**src/rfm_pkg.sv**
```systemverilog
// Purpose : shared constants for the rail fault and good-tree mask bank
// Assumes : byte-wide registers reached over the serial management bus
// Notes   : after-reset values stand in for factory-programmed defaults
package rfm_pkg;

  // ************************************************************
  // register offsets
  // ************************************************************
  localparam logic [7:0] OFF_FAULT_MASK_A = 8'ha2;
  localparam logic [7:0] OFF_FAULT_MASK_B = 8'ha3;
  localparam logic [7:0] OFF_GOOD_MASK_A  = 8'ha4;
  localparam logic [7:0] OFF_GOOD_MASK_B  = 8'ha5;

  // ************************************************************
  // values after reset
  // ************************************************************
  localparam logic [7:0] RST_FAULT_MASK_A = 8'h00;
  localparam logic [6:0] RST_FAULT_MASK_B = 7'h20;
  localparam logic [7:0] RST_GOOD_MASK_A  = 8'h00;
  localparam logic [7:0] RST_GOOD_MASK_B  = 8'h00;
  localparam logic [6:0] RST_DEV_ADDR     = 7'h5e;

  // ************************************************************
  // field layout
  // ************************************************************
  localparam int FAULT_B_RAILS   = 5;
  localparam int GOOD_B_RAILS    = 4;
  localparam int CTL_POS         = 4;
  localparam int RSVD_ONE_POS    = 5;
  localparam int RSVD_ZERO_POS   = 6;
  localparam int SYNC_W          = 31;
  localparam logic [30:0] SYNC_RST = 31'h0000_0003;
  localparam logic [3:0]  BITS_PER_BYTE = 4'h8;

  typedef enum logic [3:0] {
    RFM_IDLE, RFM_ADDR, RFM_ADDR_ACK, RFM_PTR, RFM_PTR_ACK,
    RFM_WDATA, RFM_RDATA, RFM_HOST_ACK
  } rfm_state_e;

endpackage : rfm_pkg

```
**src/rfm_sync.sv**
```systemverilog
// Purpose : three-stage input synchroniser with agreement filter
// Assumes : inputs are asynchronous to clk
// Notes   : output changes only once stages two and three agree
`timescale 1ns/100ps
`default_nettype none
module rfm_sync #(
  parameter int          W       = 1,
  parameter logic [30:0] RST_VAL = 31'h0000_0000
) (
  input  wire logic         clk,
  input  wire logic         sys_rst,
  input  wire logic [W-1:0] async_in,
  output var  logic [W-1:0] sync_out
);

  genvar i;
  generate
    for (i = 0; i < W; i = i + 1) begin : g_bit
      logic s1_reg;
      logic s2_reg;
      logic s3_reg;
      always_ff @(posedge clk) begin
        if (sys_rst) begin
          s1_reg      <= RST_VAL[i];
          s2_reg      <= RST_VAL[i];
          s3_reg      <= RST_VAL[i];
          sync_out[i] <= RST_VAL[i];
        end else begin
          s1_reg <= async_in[i];
          s2_reg <= s1_reg;
          s3_reg <= s2_reg;
          if (s2_reg == s3_reg) begin
            sync_out[i] <= s3_reg;
          end
        end
      end
    end
  endgenerate

endmodule : rfm_sync
`default_nettype wire

```
**src/rfm_mask_bank.sv**
```systemverilog
// Purpose : fault shutdown masks and output-1 good-tree masks, serial bus slave
// Assumes : open-drain data pin, host clocks the bus, pins are asynchronous
// Notes   : one clock domain; bus pins pass the three-stage synchroniser
// Notes on behaviour
// - fault mask A bits 7..0 (ldo a2, switch a1, converters 6..1) at 1 keep that fault from shutdown.
// - fault mask B bits 4..0 (ldo a1, termination, switch b2, b1, ldo a3) at 1 block shutdown.
// - a good-tree mask bit at 0 includes that rail's good signal, at 1 ignores it.
// - good mask A bits 7..0 select ldo a2, switch a1 and converters 6..1.
// - good mask B bits 7..4 select control inputs 5,4,2,1, bits 3..0 rails.
// - a control-input mask bit at 0 includes that pin's state, at 1 ignores it.
`timescale 1ns/100ps
`default_nettype none
module rfm_mask_bank #(
  parameter logic [6:0] DEV_ADDR = rfm_pkg::RST_DEV_ADDR  // arbitrary bus address
) (
  input  wire logic       clk,
  input  wire logic       sys_rst,
  input  wire logic       scl_in,
  input  wire logic       sda_in,
  output var  logic       sda_out,
  output var  logic       sda_oe,
  input  wire logic [7:0] rail_fault_a,
  input  wire logic [4:0] rail_fault_b,
  input  wire logic [7:0] rail_good_a,
  input  wire logic [3:0] rail_good_b,
  input  wire logic [3:0] control_in,
  output var  logic       shutdown_req,
  output var  logic       good_output_pin_1
);

  // ************************************************************
  // input synchronisation
  // ************************************************************
  logic [30:0] sync_q;
  logic        scl_s;
  logic        sda_s;
  logic [7:0]  fault_a_s;
  logic [4:0]  fault_b_s;
  logic [7:0]  good_a_s;
  logic [3:0]  good_b_s;
  logic [3:0]  ctl_s;

  rfm_sync #(
    .W       (rfm_pkg::SYNC_W),
    .RST_VAL (rfm_pkg::SYNC_RST)
  ) u_sync (
    .clk      (clk),
    .sys_rst  (sys_rst),
    .async_in ({control_in, rail_good_b, rail_good_a, rail_fault_b, rail_fault_a,
                sda_in, scl_in}),
    .sync_out (sync_q)
  );

  assign scl_s     = sync_q[0];
  assign sda_s     = sync_q[1];
  assign fault_a_s = sync_q[9:2];
  assign fault_b_s = sync_q[14:10];
  assign good_a_s  = sync_q[22:15];
  assign good_b_s  = sync_q[26:23];
  assign ctl_s     = sync_q[30:27];

  // ************************************************************
  // bus condition detection
  // ************************************************************
  logic scl_d_reg;
  logic sda_d_reg;
  logic scl_rise;
  logic scl_fall;
  logic start_cond;
  logic stop_cond;

  always_ff @(posedge clk) begin
    if (sys_rst) begin
      scl_d_reg <= 1'b1;
      sda_d_reg <= 1'b1;
    end else begin
      scl_d_reg <= scl_s;
      sda_d_reg <= sda_s;
    end
  end

  assign scl_rise   = scl_s & ~scl_d_reg;
  assign scl_fall   = ~scl_s & scl_d_reg;
  assign start_cond = scl_s & scl_d_reg & sda_d_reg & ~sda_s;
  assign stop_cond  = scl_s & scl_d_reg & ~sda_d_reg & sda_s;

  // ************************************************************
  // registers
  // ************************************************************
  logic [7:0] fault_mask_a_reg;
  logic [6:0] fault_mask_b_reg;
  logic [7:0] good_mask_a_reg;
  logic [7:0] good_mask_b_reg;
  logic [7:0] ptr_reg;
  logic [7:0] shift_reg;
  logic       wr_en;
  logic       hit_fa;
  logic       hit_fb;
  logic       hit_ga;
  logic       hit_gb;
  logic [7:0] rd_data;

  assign hit_fa = (ptr_reg == rfm_pkg::OFF_FAULT_MASK_A);
  assign hit_fb = (ptr_reg == rfm_pkg::OFF_FAULT_MASK_B);
  assign hit_ga = (ptr_reg == rfm_pkg::OFF_GOOD_MASK_A);
  assign hit_gb = (ptr_reg == rfm_pkg::OFF_GOOD_MASK_B);
  // unmapped offsets read as zero; top bit of fault mask b is read-only zero
  assign rd_data = hit_fa ? fault_mask_a_reg :
                   hit_fb ? {1'b0, fault_mask_b_reg} :
                   hit_ga ? good_mask_a_reg :
                   hit_gb ? good_mask_b_reg : 8'h00;

  // reserved bits 6 and 5 are stored as written; keeping them at 0 and 1 is up to the host
  always_ff @(posedge clk) begin
    if (sys_rst) begin
      fault_mask_a_reg <= rfm_pkg::RST_FAULT_MASK_A;
      fault_mask_b_reg <= rfm_pkg::RST_FAULT_MASK_B;
      good_mask_a_reg  <= rfm_pkg::RST_GOOD_MASK_A;
      good_mask_b_reg  <= rfm_pkg::RST_GOOD_MASK_B;
    end else if (wr_en) begin
      if (hit_fa) fault_mask_a_reg <= shift_reg;
      if (hit_fb) fault_mask_b_reg <= shift_reg[6:0];
      if (hit_ga) good_mask_a_reg  <= shift_reg;
      if (hit_gb) good_mask_b_reg  <= shift_reg;
    end
  end

  // ************************************************************
  // serial slave state machine
  // ************************************************************
  rfm_pkg::rfm_state_e state_reg;
  logic [3:0] bit_cnt_reg;
  logic [7:0] tx_reg;
  logic       rw_reg;
  logic       addr_match;
  logic       byte_done;

  assign addr_match = (shift_reg[7:1] == DEV_ADDR);
  assign byte_done  = scl_fall & (bit_cnt_reg == rfm_pkg::BITS_PER_BYTE);
  assign wr_en      = (state_reg == rfm_pkg::RFM_WDATA) & byte_done;
  assign sda_out    = 1'b0;

  always_ff @(posedge clk) begin
    if (sys_rst || stop_cond) begin
      state_reg   <= rfm_pkg::RFM_IDLE;
      bit_cnt_reg <= 4'h0;
      shift_reg   <= 8'h00;
      tx_reg      <= 8'h00;
      rw_reg      <= 1'b0;
      sda_oe      <= 1'b0;
      if (sys_rst) ptr_reg <= 8'h00;
    end else if (start_cond) begin
      state_reg   <= rfm_pkg::RFM_ADDR;
      bit_cnt_reg <= 4'h0;
      sda_oe      <= 1'b0;
    end else begin
      case (state_reg)
        rfm_pkg::RFM_ADDR, rfm_pkg::RFM_PTR, rfm_pkg::RFM_WDATA: begin
          if (scl_rise) begin
            shift_reg   <= {shift_reg[6:0], sda_s};
            bit_cnt_reg <= bit_cnt_reg + 4'h1;
          end else if (byte_done) begin
            bit_cnt_reg <= 4'h0;
            sda_oe      <= 1'b1;
            if (state_reg == rfm_pkg::RFM_ADDR) begin
              rw_reg    <= shift_reg[0];
              sda_oe    <= addr_match;
              state_reg <= addr_match ? rfm_pkg::RFM_ADDR_ACK : rfm_pkg::RFM_IDLE;
            end else begin
              if (state_reg == rfm_pkg::RFM_PTR) ptr_reg <= shift_reg;
              else ptr_reg <= ptr_reg + 8'h01;
              state_reg <= rfm_pkg::RFM_PTR_ACK;
            end
          end
        end
        rfm_pkg::RFM_ADDR_ACK, rfm_pkg::RFM_HOST_ACK: begin
          if (scl_rise && state_reg == rfm_pkg::RFM_HOST_ACK && sda_s) begin
            state_reg <= rfm_pkg::RFM_IDLE;
          end else if (scl_fall) begin
            bit_cnt_reg <= 4'h0;
            if (rw_reg) begin
              tx_reg    <= rd_data;
              sda_oe    <= ~rd_data[7];
              state_reg <= rfm_pkg::RFM_RDATA;
            end else begin
              sda_oe    <= 1'b0;
              state_reg <= rfm_pkg::RFM_PTR;
            end
          end
        end
        rfm_pkg::RFM_PTR_ACK: begin
          if (scl_fall) begin
            sda_oe    <= 1'b0;
            state_reg <= rfm_pkg::RFM_WDATA;
          end
        end
        rfm_pkg::RFM_RDATA: begin
          if (scl_rise) begin
            bit_cnt_reg <= bit_cnt_reg + 4'h1;
          end else if (byte_done) begin
            sda_oe    <= 1'b0;
            ptr_reg   <= ptr_reg + 8'h01;
            state_reg <= rfm_pkg::RFM_HOST_ACK;
          end else if (scl_fall) begin
            tx_reg <= {tx_reg[6:0], 1'b0};
            sda_oe <= ~tx_reg[6];
          end
        end
        default: begin
          sda_oe <= 1'b0;
        end
      endcase
    end
  end

  // ************************************************************
  // fault gating and good tree
  // ************************************************************
  logic [7:0] fault_live_a;
  logic [4:0] fault_live_b;
  logic [7:0] good_ok_a;
  logic [3:0] good_ok_b;
  logic [3:0] ctl_ok;
  logic       shutdown_next;
  logic       good_next;

  assign fault_live_a  = fault_a_s & ~fault_mask_a_reg;
  assign fault_live_b  = fault_b_s & ~fault_mask_b_reg[4:0];
  assign shutdown_next = |{fault_live_a, fault_live_b};
  assign good_ok_a     = good_a_s | good_mask_a_reg;
  assign good_ok_b     = good_b_s | good_mask_b_reg[3:0];
  assign ctl_ok        = ctl_s | good_mask_b_reg[7:rfm_pkg::CTL_POS];
  // all-masked leaves every term at one, so the pin reads good
  assign good_next     = &{good_ok_a, good_ok_b, ctl_ok};

  always_ff @(posedge clk) begin
    if (sys_rst) begin
      shutdown_req      <= 1'b0;
      good_output_pin_1 <= 1'b0;
    end else begin
      shutdown_req      <= shutdown_next;
      good_output_pin_1 <= good_next;
    end
  end
endmodule : rfm_mask_bank
`default_nettype wire

```
**config.mk**
```make
export PLATFORM = sky130hd
export DESIGN_NAME = rfm_mask_bank
export DESIGN_NICKNAME = d
export VERILOG_FILES = /design/src/rfm_pkg.sv /design/src/rfm_sync.sv /design/src/rfm_mask_bank.sv
export SDC_FILE = /design/constraint.sdc
export NUM_CORES = 1
export LEC_CHECK = 0
export BUFFER_PORTS_ARGS = -buffer_cell sky130_fd_sc_hd__buf_4
export CAP_MARGIN = 10
export CORE_ASPECT_RATIO = 2
export CORE_MARGIN = 1
export CORE_UTILIZATION = 55
export CTS_CLUSTER_DIAMETER = 80
export DETAILED_ROUTE_END_ITERATION = 12
export GPL_TIMING_DRIVEN = 0
export PLACE_DENSITY = 0.77
export SYNTH_ARGS = -nofsm -noshare
export SYNTH_HDL_FRONTEND = slang
export SYNTH_HIERARCHICAL = 1
export SYNTH_SLANG_ARGS = --single-unit
export TNS_END_PERCENT = 100
```
**constraint.sdc**
```tcl
create_clock -name clk -period 6.2 [get_ports clk]
set_clock_uncertainty 0.05 [all_clocks]
set_input_delay 0.31 -clock clk [delete_from_list [all_inputs] [get_ports clk]]
set_output_delay 0.31 -clock clk [all_outputs]
set_load 0.01 [all_outputs]
```
After elaboration in Yosys (flattened, before gate mapping):

Cells that the tools add are included.

* bitwise gates (word level): 24
* mux-type cells: 50
* $add $sub $neg: 2
* equality and inequality tests: 71
* reductions and logical operators: 25

Operators by type and width (number)
* 8-bit 2-to-1 mux: 13
* 4-bit 2-to-1 mux: 12
* 7-bit 2-to-1 mux: 6
* 3-bit != test, second input constant: 13
* 8-bit equality test, second input constant: 4
* 1-bit equality test: 31
* 2-bit != test, second input constant: 12
* 7-bit AND reduction: 3
* 4-bit by 3-bit equality test with 1-bit output, second input constant: 4
* 4-bit case mux with 4 select lines: 1
* 8-bit case mux with 2 select lines: 1
* 16-bit AND reduction: 1
* 8-bit AND reduction: 2
* 7-bit case mux with 2 select lines: 1
* 13-bit OR reduction: 1
* 4-bit case mux with 3 select lines: 1
* 1-bit 2-to-1 mux: 11
* 5-bit AND reduction: 2
* 1-bit AND: 9
* 8-bit by 1-bit adder with 8-bit output, second input constant: 1
* 8-bit AND: 1
* 4-bit by 2-bit equality test with 1-bit output, second input constant: 2
* 1-bit NOT: 8
* 8-bit NOT: 1
* 23 further kinds: 31

* input bits: 33
* flip-flop bits (word level): 192
* logic and storage cells: 312
* output and inout port bits: 4

Longest topological paths before layout:

* depth after elaboration: 10
* depth in mapped cells: 8
* gate-level depth less buffers: 7

Cells and area by module:

Netlist, hierarchy kept.

By module, submodules not included
* rfm_mask_bank: area each 3683.5 sq um, cells an instance 426, instances 1, sequential area each 1421.4 sq um
* rfm_sync: area each 3572.2 sq um, cells an instance 323, instances 1, sequential area each 2482.4 sq um

Worst setup path after synthesis:

OpenSTA, ideal clock, no wires.

* path type: flip-flop to flip-flop
* from: register ptr_reg[4]
* to: register fault_mask_b_reg[5]
* clock period less this slack: 1.989 ns
* arrival: 1.819 ns
* required time: 6.030 ns
* stages on the path, launching flop included: 7
* setup slack: 4.211 ns
* path buffers: 1
* library setup time: 0.120 ns
* path through: edfxtp_1 or4b_4 nor3_4 and4_1 buf_6 nor2b_1 a211o_1

* word-level cells in the longest chain between the ends: 2

Ends and longest elaborated chain
* start, declared: line rfm_mask_bank.sv:94 `logic [7:0] ptr_reg;`
* start signal, assigned: line rfm_mask_bank.sv:170 `if (state_reg == rfm_pkg::RFM_PTR) ptr_reg <= shift_reg;`
* start signal, assigned: line rfm_mask_bank.sv:171 `else ptr_reg <= ptr_reg + 8'h01;`
* start signal, assigned: line rfm_mask_bank.sv:202 `ptr_reg <= ptr_reg + 8'h01;`
* 8-bit equality test: line rfm_mask_bank.sv:104 `assign hit_fb = (ptr_reg == rfm_pkg::OFF_FAULT_MASK_B);`
* 2-bit AND reduction (no source line)
* end signal, assigned: line rfm_mask_bank.sv:117 `fault_mask_b_reg <= rfm_pkg::RST_FAULT_MASK_B;`
* end signal, assigned: line rfm_mask_bank.sv:122 `if (hit_fb) fault_mask_b_reg <= shift_reg[6:0];`
* end, declared: line rfm_mask_bank.sv:91 `logic [6:0] fault_mask_b_reg;`

Every way passes these cells.
A chain may end at the register's enable or synchronous reset.

Worst setup path in the final report:

* from: register state_reg[1]
* to: register ptr_reg[3], enable pin

* word-level cells in the longest chain between the ends: 4
* elaborated cells between the ends (all ways): 12
* classes of those cells: 9 x eq/ne; 3 x reduce/logical

Ends and longest elaborated chain
* start, declared: line rfm_mask_bank.sv:131 `rfm_pkg::rfm_state_e state_reg;`
* start signal, assigned: line rfm_mask_bank.sv:145 `state_reg <= rfm_pkg::RFM_IDLE;`
* start signal, assigned: line rfm_mask_bank.sv:153 `state_reg <= rfm_pkg::RFM_ADDR;`
* start signal, assigned: line rfm_mask_bank.sv:168 `state_reg <= addr_match ? rfm_pkg::RFM_ADDR_ACK : rfm_pkg::RFM_IDLE;`
* 4-bit by 3-bit equality test with 1-bit output (tied with other cells): line rfm_mask_bank.sv:157 `case (state_reg)`
* 3-bit OR reduction: line rfm_mask_bank.sv:157
* 3-bit != test (no source line) or 3-bit nonzero test (tied branches)
* 8-bit AND reduction (no source line) *

Mark *: on every way between the ends. The rest lies on a longest branch, timed or not.

==> impl_metrics.env <==
export IMPL_outcome="finished clean"
export IMPL_antenna_found_initial=0
export IMPL_synth_edf_count=8
export IMPL_path_buf_inv=2
export IMPL_wl_per_cell_um=16.64
export IMPL_endpoint_kind="flop"
export IMPL_tightest_slew_ps=695.9
export IMPL_syn_area_per_cell_um2=9.687
export IMPL_ant_nets=0
export IMPL_coreArea_mm2=0.01292
export IMPL_cp_max_fo=10
export IMPL_hp_class="input pin to flop"
export IMPL_cts_sinks=191
export IMPL_maxCapViolations=0
export IMPL_drc_errors=0
export IMPL_syn_inst=749
export IMPL_period_needed_ps=2349
export IMPL_cts_tree="done"
export IMPL_numCtsBuffers=17
export IMPL_synth_area_mm2=0.007256
export IMPL_cts_resized=0
export IMPL_async_flop_share_pct=0
export IMPL_clk_pin_slew_ps=80
export IMPL_die_h_um=164.4
export IMPL_syn_to_final_growth_pct=14.66
export IMPL_vdd_drop_max_mv=0.3011
export IMPL_clock_path_buffers=2
export IMPL_clock_latency_ps=430
export IMPL_drtPass1Iterations=5
export IMPL_syn_nets=788
export IMPL_grt_pass1_vias=5572
export IMPL_die_x_um=83.22
export IMPL_dp_hpwl_mm=11.79
export IMPL_drt_iter0_markers=330
export IMPL_ios=37
export IMPL_worst_slack_ps=3851
export IMPL_synth_top_cell_area_share_pct=50.49
export IMPL_final_setup_tns_ps=0
export IMPL_clk_root_buffer_cell="clkbuf_16"
export IMPL_setup_viol=0
export IMPL_design_area_mm2=0.008319
export IMPL_rsz0062_at_grt="no"
export IMPL_crit_chain="clkbuf_1, buf_2, xor2_1, a21oi_1, o21bai_1"
export IMPL_postCtsSetupBuffers=0
export IMPL_pre_cts_slack_ps=3850
export IMPL_fmax_mhz=425.8
export IMPL_critPathKind="flop to flop"
export IMPL_rows=59
export IMPL_cts_htree_levels=4
export IMPL_drive_gt1_share_pct=12.48
export IMPL_fill_cells=1025
export IMPL_start_util_pct=56.16
export IMPL_grt_max_degree=21
export IMPL_fp_dieArea_mm2=0.01368
export IMPL_ys_seq_elements=191
export IMPL_yosys_warnings=6
export IMPL_avgViaCountPerCell=5.677
export IMPL_synth_seq_area_share_pct=53.80
export IMPL_p_leak_nw=3.230
export IMPL_gr_total_overflow=0
export IMPL_gp_congestion=0.9194
export IMPL_slew_violations=0
export IMPL_cpPeakStageDelay_ps=580
export IMPL_power_density_mw_per_mm2=295.9
export IMPL_routed_wl_mm=16.12
export IMPL_vias=5501
export IMPL_grtUsageTotal_pct=24.23
export IMPL_antenna_cells=0
export IMPL_cp_data_required_time_ps=6220
export IMPL_finalHoldViolCount=0
export IMPL_worstPathArrival_ps=2370
export IMPL_slew_headroom_pct=53.51
export IMPL_port_buffers=35
export IMPL_cp_top_family="buffers and inverters"
export IMPL_synth_cell_type_count=60
export IMPL_place_area_mm2=0.007709
export IMPL_ys_flop_type="dfxtp_1"
export IMPL_worst_path_max_delay_cell="o21bai_1"
export IMPL_min_period_over_period_pct=37.88
export IMPL_yosysTopAreaCell="dfxtp_1"
export IMPL_nNetsFinal=843
export IMPL_grt_pass1_wl_mm=26.00
export IMPL_start_kind="flop"
export IMPL_synth_area_leaders="dfxtp_1, nor2b_1, mux2i_1"
-- worst paths after layout --
check / startpoint / to / slack [ps] / cells after the start
worst max register to register: state_reg[1] / ptr_reg[3] / 3850 / 5
worst min-delay path: sda_in / u_sync/g_bit[1].s1_reg / 6 / 2
worst min register to register: u_sync/g_bit[1].s1_reg / u_sync/g_bit[1].s2_reg / 360 / 1
worst max-delay path: state_reg[1] / ptr_reg[3] / 3850 / 5
-- stage by stage --
stage                     util [%]  cells  power (mW)  hold WS, ps
after global routing         64.40    969       2.545        6.695
after global placement       59.67    936       1.410        337.5
final                        64.40    969       2.462        5.857
after CTS                    64.32    968       2.476      0.03689
after detailed placement     59.67    936       1.415        342.2
after floorplan                  -    749       1.373        333.2
-- placed cells by master, fill, tap and decap left out, drive strengths merged, types with 4 or more instances in the layout --
cell,instances
nor3,11
edfxtp,8
nand4,6
a32oi,6
dfxtp,183
o21ai,37
mux2i,39
xnor2,4
nand2b,7
o22ai,12
nor2b,94
nand3,9
buf,56
a21oi,47
or2,10
o211ai,11
nand2,63
a211oi,11
nor2,59
clkinv,8
clkbuf,41
o2bb2ai,7
ha,6
inv,30
xor2,5
-- synthesized netlist by cell type (9+ instances only) --
| library cell | n |
|---|---|
| o22ai_1 | 12 |
| dfxtp_1 | 183 |
| buf_2 | 14 |
| a211oi_1 | 11 |
| nor2_1 | 59 |
| mux2i_1 | 39 |
| clkbuf_1 | 20 |
| o211ai_1 | 11 |
| o21ai_0 | 37 |
| inv_1 | 25 |
| nand3_1 | 9 |
| nor2b_1 | 94 |
| nand2_1 | 63 |
| a21oi_1 | 47 |
-- routing by layer --
| layer | vias to the layer above | track usage, % | wire length, µm |
|---|---|---|---|
| met5 | - | 0 | 0 |
| met4 | 0 | 16.85 | 909 |
| met3 | 63 | 4.548 | 499 |
| met2 | 161 | 46.46 | 8844 |
| met1 | 2598 | 22.80 | 5870 |
| li1 | 2679 | - | - |
-- area by class of cell --
class / count / area, µm² / area share (%)
clock buffer: 18 / 429.2 / 5.159
buffer: 44 / 242.7 / 2.918
timing repair buffer: 36 / 272.8 / 3.279
multi-input combinational: 489 / 3015 / 36.25
clock inverter: 14 / 171.4 / 2.060
sequential: 191 / 3904 / 46.92
tap: 152 / 190.2 / 2.286
inverter: 25 / 93.84 / 1.128
-- report_power, final --
part | internal [mW] | switching, mW | leakage, nW
registers | 1.26 | 0.0135 | 1.57
logic | 0.0486 | 0.0620 | 1.37
clock network | 0.545 | 0.529 | 0.286
total | 1.86 | 0.604 | 3.23
-- logic make-up (layout without fill, tap and decap cells) --
group	count (synthesis)	count (layout)	synth area share, %
buffers and inverters	69	137	4.639
DFF	191	191	53.80
other	1	1	0.05168
adders and majority gates	6	6	1.035
AOI/OAI and AO/OA	158	158	13.73
xor gates and xnor gates	9	9	1.086
muxes	39	39	5.380
and+or+nand+nor	276	276	20.28
-- what timing repair did --
| action | in CTS | in global routing |
|---|---|---|
| setup endpoints to repair | 0 | 0 |
| endpoints found under the hold margin | 0 | 1 |
| hold buffers | 0 | 1 |
(Power assumes the default switching activity.)
